## src/lsk_pkg.sv

```systemverilog
// Package of constants and types shared by the lockstep checker files.
package lsk_pkg;

	// Bus and register geometry.
	localparam int unsigned LSK_ADDR_W      = 16;
	localparam int unsigned LSK_DATA_W      = 8;
	localparam int unsigned LSK_APB_ADDR_W  = 12;
	localparam int unsigned LSK_SEGMENTS    = 3;

	// Register byte offsets on the APB slave.
	localparam logic [11:0] LSK_OFS_CONTROL  = 12'h000;
	localparam logic [11:0] LSK_OFS_INT_STAT = 12'h004;
	localparam logic [11:0] LSK_OFS_INT_MASK = 12'h008;
	localparam logic [11:0] LSK_OFS_STATUS   = 12'h00c;

	// Field positions of the control register.
	localparam int unsigned LSK_BIT_FORCE_ADDR_LOW  = 0;
	localparam int unsigned LSK_BIT_FORCE_ADDR_HIGH = 1;
	localparam int unsigned LSK_BIT_FORCE_DATA      = 2;
	localparam int unsigned LSK_BIT_FAULT_SET       = 7;

	// Field positions of the status register.
	localparam int unsigned LSK_BIT_STAT_FAULT     = 0;
	localparam int unsigned LSK_BIT_STAT_RESETTING = 1;
	localparam int unsigned LSK_BIT_STAT_MISMATCH  = 2;

	// Reset values.
	localparam logic [2:0] LSK_FORCE_RESET = 3'h0;
	localparam logic [2:0] LSK_MASK_RESET  = 3'h0;

	// Internal reset pulse length.
	localparam int unsigned LSK_RESET_TIME_NS   = 320;
	localparam int unsigned LSK_CLK_PERIOD_NS   = 10;
	localparam int unsigned LSK_RESET_CYCLES    =
		(LSK_RESET_TIME_NS + LSK_CLK_PERIOD_NS - 1) / LSK_CLK_PERIOD_NS;
	localparam int unsigned LSK_RESET_CNT_W     = 6;

	// One machine cycle as seen on a processor's bus side.
	typedef struct packed {
		logic                  valid;
		logic                  write;
		logic [LSK_ADDR_W-1:0] addr;
		logic [LSK_DATA_W-1:0] wdata;
	} lsk_cycle_t;

endpackage

```

## src/lsk_reset_stretch.sv

```systemverilog
// Internal reset generator shared by the checker and the other internal reset sources.
`timescale 1ns/1ps
`default_nettype none
module lsk_reset_stretch (
	// Clock and power-on reset.
	input  wire logic pclk,
	input  wire logic presetn,
	// Requests.
	input  wire logic error_req,
	input  wire logic other_req,
	// Results.
	output logic      int_reset,
	output logic      error_reset
);
	import lsk_pkg::*;

	logic [LSK_RESET_CNT_W-1:0] count;
	logic [LSK_RESET_CNT_W-1:0] next_count;

	// Every source restarts the same fixed-length pulse, so a mismatch reset looks like any other.
	always_comb begin
		next_count = count;
		if (error_req || other_req) begin
			next_count = LSK_RESET_CNT_W'(LSK_RESET_CYCLES);
		end else if (count != '0) begin
			next_count = count - 1'b1;
		end
	end

	always_ff @(posedge pclk or negedge presetn) begin
		if (!presetn) begin
			count <= '0;
		end else begin
			count <= next_count;
		end
	end

	// Pulse output is registered from the next counter state, so it tracks the count.
	always_ff @(posedge pclk or negedge presetn) begin
		if (!presetn) begin
			int_reset <= 1'b0;
		end else begin
			int_reset <= (next_count != '0);
		end
	end

	// Marks a pulse that a mismatch started, so the status register can tell it apart.
	always_ff @(posedge pclk or negedge presetn) begin
		if (!presetn) begin
			error_reset <= 1'b0;
		end else if (error_req) begin
			error_reset <= 1'b1;
		end else if (next_count == '0) begin
			error_reset <= 1'b0;
		end
	end

endmodule
`default_nettype wire

```

## config.mk

```make
export PLATFORM = sky130hd
export DESIGN_NAME = lsk_reset_stretch
export DESIGN_NICKNAME = d
export VERILOG_FILES = /design/src/lsk_pkg.sv /design/src/lsk_reset_stretch.sv
export SDC_FILE = /design/constraint.sdc
export NUM_CORES = 1
export LEC_CHECK = 0
export BUFFER_PORTS_ARGS = -buffer_cell sky130_fd_sc_hd__buf_2
export CORE_UTILIZATION = 30
export CTS_CLUSTER_DIAMETER = 40
export DETAILED_ROUTE_END_ITERATION = 8
export GPL_ROUTABILITY_DRIVEN = 0
export HOLD_SLACK_MARGIN = 0.06
export PLACE_DENSITY_LB_ADDON = 0.12
export RECOVER_POWER = 100
export SYNTH_ARGS = -nofsm -noshare
export SYNTH_HDL_FRONTEND = slang
export SYNTH_SLANG_ARGS = --single-unit
export TNS_END_PERCENT = 30
```

## constraint.sdc

```tcl
create_clock -name pclk -period 2.5 [get_ports pclk]
set_clock_uncertainty 0.05 [all_clocks]
set_input_delay 0.5 -clock pclk [delete_from_list [all_inputs] [get_ports pclk]]
set_output_delay 0.5 -clock pclk [all_outputs]
set_load 0.02 [all_outputs]
```

==> results by group <==
Status
  • Status: finished, final reports clean

Pwr
  • Overall power: ~310 uW
  • Power per cell area: 649 nW/um2
  • Logic pwr share: 0.197
  • P_leak: 0.203 nW
  • Register share of total power: 0.476
  • Internal power: 223 uW
  • Sw Pwr: 91.7 uW
  • Worst VDD drop: 0.000272 V
  • Clk pwr share: 0.327
  • Sw Ratio: 0.292

Worst setup path
  • Crit. End Element: flip-flop
  • Critical Path Stages: 5
  • CP Data Arrival Time: 2.10 ns
  • Critical Path RT: 2.60 ns
  • Slowest CP cell: or3b_1
  • Top delay family on crit path: simple AND/OR/NAND/NOR gates
  • Crit-path cells: or3_1, or3b_1, or2_0, a31o_1, o21a_1
  • Setup crit start kind: flip-flop
  • Reg2reg start: count[2]
  • Max stage delay on crit path: between 0.4 and 0.5 ns
  • Reg2reg end: error_reset
  • Worst Path Buf+Inv: 0
  • Worst Path Max Fanout: 6
  • Type of the worst setup path: reg -> reg
  • Cells on worst reg2reg path: 5
  • Flop2flop setup slack: 0.51 ns

Global routing
  • Tot GR Track Use: 0.147
  • Initial antenna violation count: 0
  • Largest net degree at the start of global routing: 9
  • Remaining Overflow, GRT: 0
  • First-pass GRT wire length: between 1000 and 1500 um
  • Vias in the first global route: 319

Timing
  • RSZ-0062 raised after global routing: no
  • Rel. slew slack: 0.703
  • Actual slew at the worst max-slew pin: 0.445 ns
  • Final worst path period share: 0.798
  • Final Hold Fails: 0
  • Tmin final: 1.99 ns
  • Achievable frequency: 0.502 GHz
  • Final setup fails: 0
  • Max Slew Vio Count: 0
  • Setup_tns: 0 ns

Detailed routing
  • Via count: 326
  • Initial DRC Count: 3
  • Drc violations: 0
  • Drt total wl: 805 um
  • DR pass1 iterations: 4
  • Post-DR wirelength/cell: 12.2 um
  • Vias per cell: 4.94
  • Antenna Nets Post-Route: 0

Min path
  • Hold Path Depth: 2
  • Endpoint, Worst Hold: count[0]
  • HP Start: other_req
  • Worst min-delay path class: in -> reg

Floorplan
  • Initial core utilization: 0.321
  • DIE AREA: about 1500 um2
  • DIE WIDTH: 39.3 um
  • Die height: 39.3 um
  • Core region area: roughly 1300 um2
  • # IOs: 6
  • Site Rows: 13

Finish
  • Layout Nets: 59
  • Synthesis-to-finish area growth: 15.9%
  • Layout cells sized above 1: 0.118
  • Antenna cell count: 0

Place
  • Port Buffers: 5
  • Detail Placement HPWL: 627 um

Logic synthesis
  • Mapped cell area: between 400 and 500 um2
  • Synth unique cells: 20
  • Flop and latch count out of synthesis: 8
  • Register area share after synthesis: 0.479
  • Syn_nets: 49
  • Cells after Synth: 43
  • Mean area per synthesized cell: 9.72 um2
  • Syn. warnings: 0

Clock network
  • CTS Buf Count: 3
  • Cts repair resizes: 0
  • # H-tree levels: 1
  • Post-CTS Setup Bufs: 0
  • Clk slew on worst S/H paths: 0.06 ns
  • Number of clock sinks: 8
  • CTS tree: done
  • Clock Path Buffers: 2
  • Worst-skew pair later-pin latency: around 0.26 ns
  • Root Driver: clkbuf_4

Flow run
  • Max cap viols: 0
[power groups by stage]
stage	Clock, mW	Combinational (mW)	Sequential [mW]
after floorplan	0	0.0465	0.150
after global placement	0	0.0609	0.152
after detailed placement	0	0.0612	0.152
after CTS	0.104	0.0633	0.150
after global routing	0.110	0.0704	0.152
final	0.103	0.0619	0.150
[metrics by stage]
step / setup slack, ns / cells / hold slack, ns / utilization / instance area [um2]
after floorplan: 0.568 / 43 / 0.154 / - / 418
after CTS: 0.501 / 66 / 0.373 / 0.376 / 489
after global placement: 0.538 / 62 / 0.302 / 0.351 / 457
after global routing: 0.413 / 66 / 0.379 / 0.372 / 484
final: 0.506 / 66 / 0.388 / 0.372 / 484
after detailed placement: 0.506 / 62 / 0.307 / 0.351 / 457
[area by class of cell]
cell class                      instances  area, um2
Multi-Input combinational cell         32        204
Timing Repair Buffer                    6       31.3
Tap cell                               15       18.8
Inverter                                2       7.51
Fill cell                             150        817
Clock buffer                            3       22.5
Sequential cell                         8        200
[cells by family after synthesis]
kind of cell | after synthesis | share of synthesized area
flops | 8 | 0.479
simple gates | 21 | 0.252
compound gates | 4 | 0.0749
fa+ha+maj | 2 | 0.0599
buf+inv | 3 | 0.0299
xor+xnor | 5 | 0.105
[state kept, by name (all words and copies together), names as in the netlist]
| signal | count |
|---|---|
| count | 6 |
| error_reset | 1 |
| int_reset | 1 |
[timing repair]
item,CTS,global route
hold buffers,1,0
endpoints found under the hold margin,8,0
setup endpoints to repair,0,0
[synthesized netlist by cell type]
cell type,number,area [um2]
xor2_1,2,17.5
nand3_1,2,10.0
nor2_1,7,26.3
or3_1,1,6.26
dfrtp_1,8,200
clkbuf_2,1,5.00
nor4_1,1,6.26
o21ai_0,1,5.00
or2_0,1,6.26
xnor2_1,3,26.3
ha_1,2,25.0
a2111oi_1,1,10.0
or4_1,2,15.0
inv_1,2,7.51
nand2_1,4,15.0
o21a_1,1,7.51
or3b_1,1,8.76
a31o_1,1,8.76
or2_2,1,6.26
nor3_1,1,5.00
[worst reg2reg max path, delay by kind of cell, from the launching register on]
family / cells / cell delay (ns)
AOI/OAI and AO/OA: 2 / 0.29
DFF: 1 / 0.43
and+or+nand+nor: 3 / 1.12
[cell usage in the layout, fill, tap and decap left out, drive strengths merged]
cell type    n
a2111oi      1
a31o         1
buf          2
clkbuf       6
dfrtp        8
dlygate4sd3  1
ha           2
inv          2
nand2        4
nand3        2
nor2         7
nor3         1
nor4         1
o21a         1
o21ai        1
or2          2
or3          1
or3b         1
or4          2
xnor2        3
xor2         2
[worst max path at each step]
stage	endpoint	startpoint	slack, ns
after global placement	error_reset	count[2]	0.54
after floorplan	error_reset	count[2]	0.57
after detailed placement	error_reset	count[2]	0.51
after global routing	error_reset	count[2]	0.41
final	error_reset	count[2]	0.51
after CTS	error_reset	count[2]	0.50
[metal layers]
layer | vias up | track usage | part of all wire
li1 | 168 | - | -
met3 | 2 | 0.0682 | 0.039
met1 | 149 | 0.180 | 0.49
met5 | - | 0 | 0
met4 | 0 | 0.103 | 0.019
met2 | 7 | 0.200 | 0.45
No activity file was read; power rests on OpenSTA's default activity.
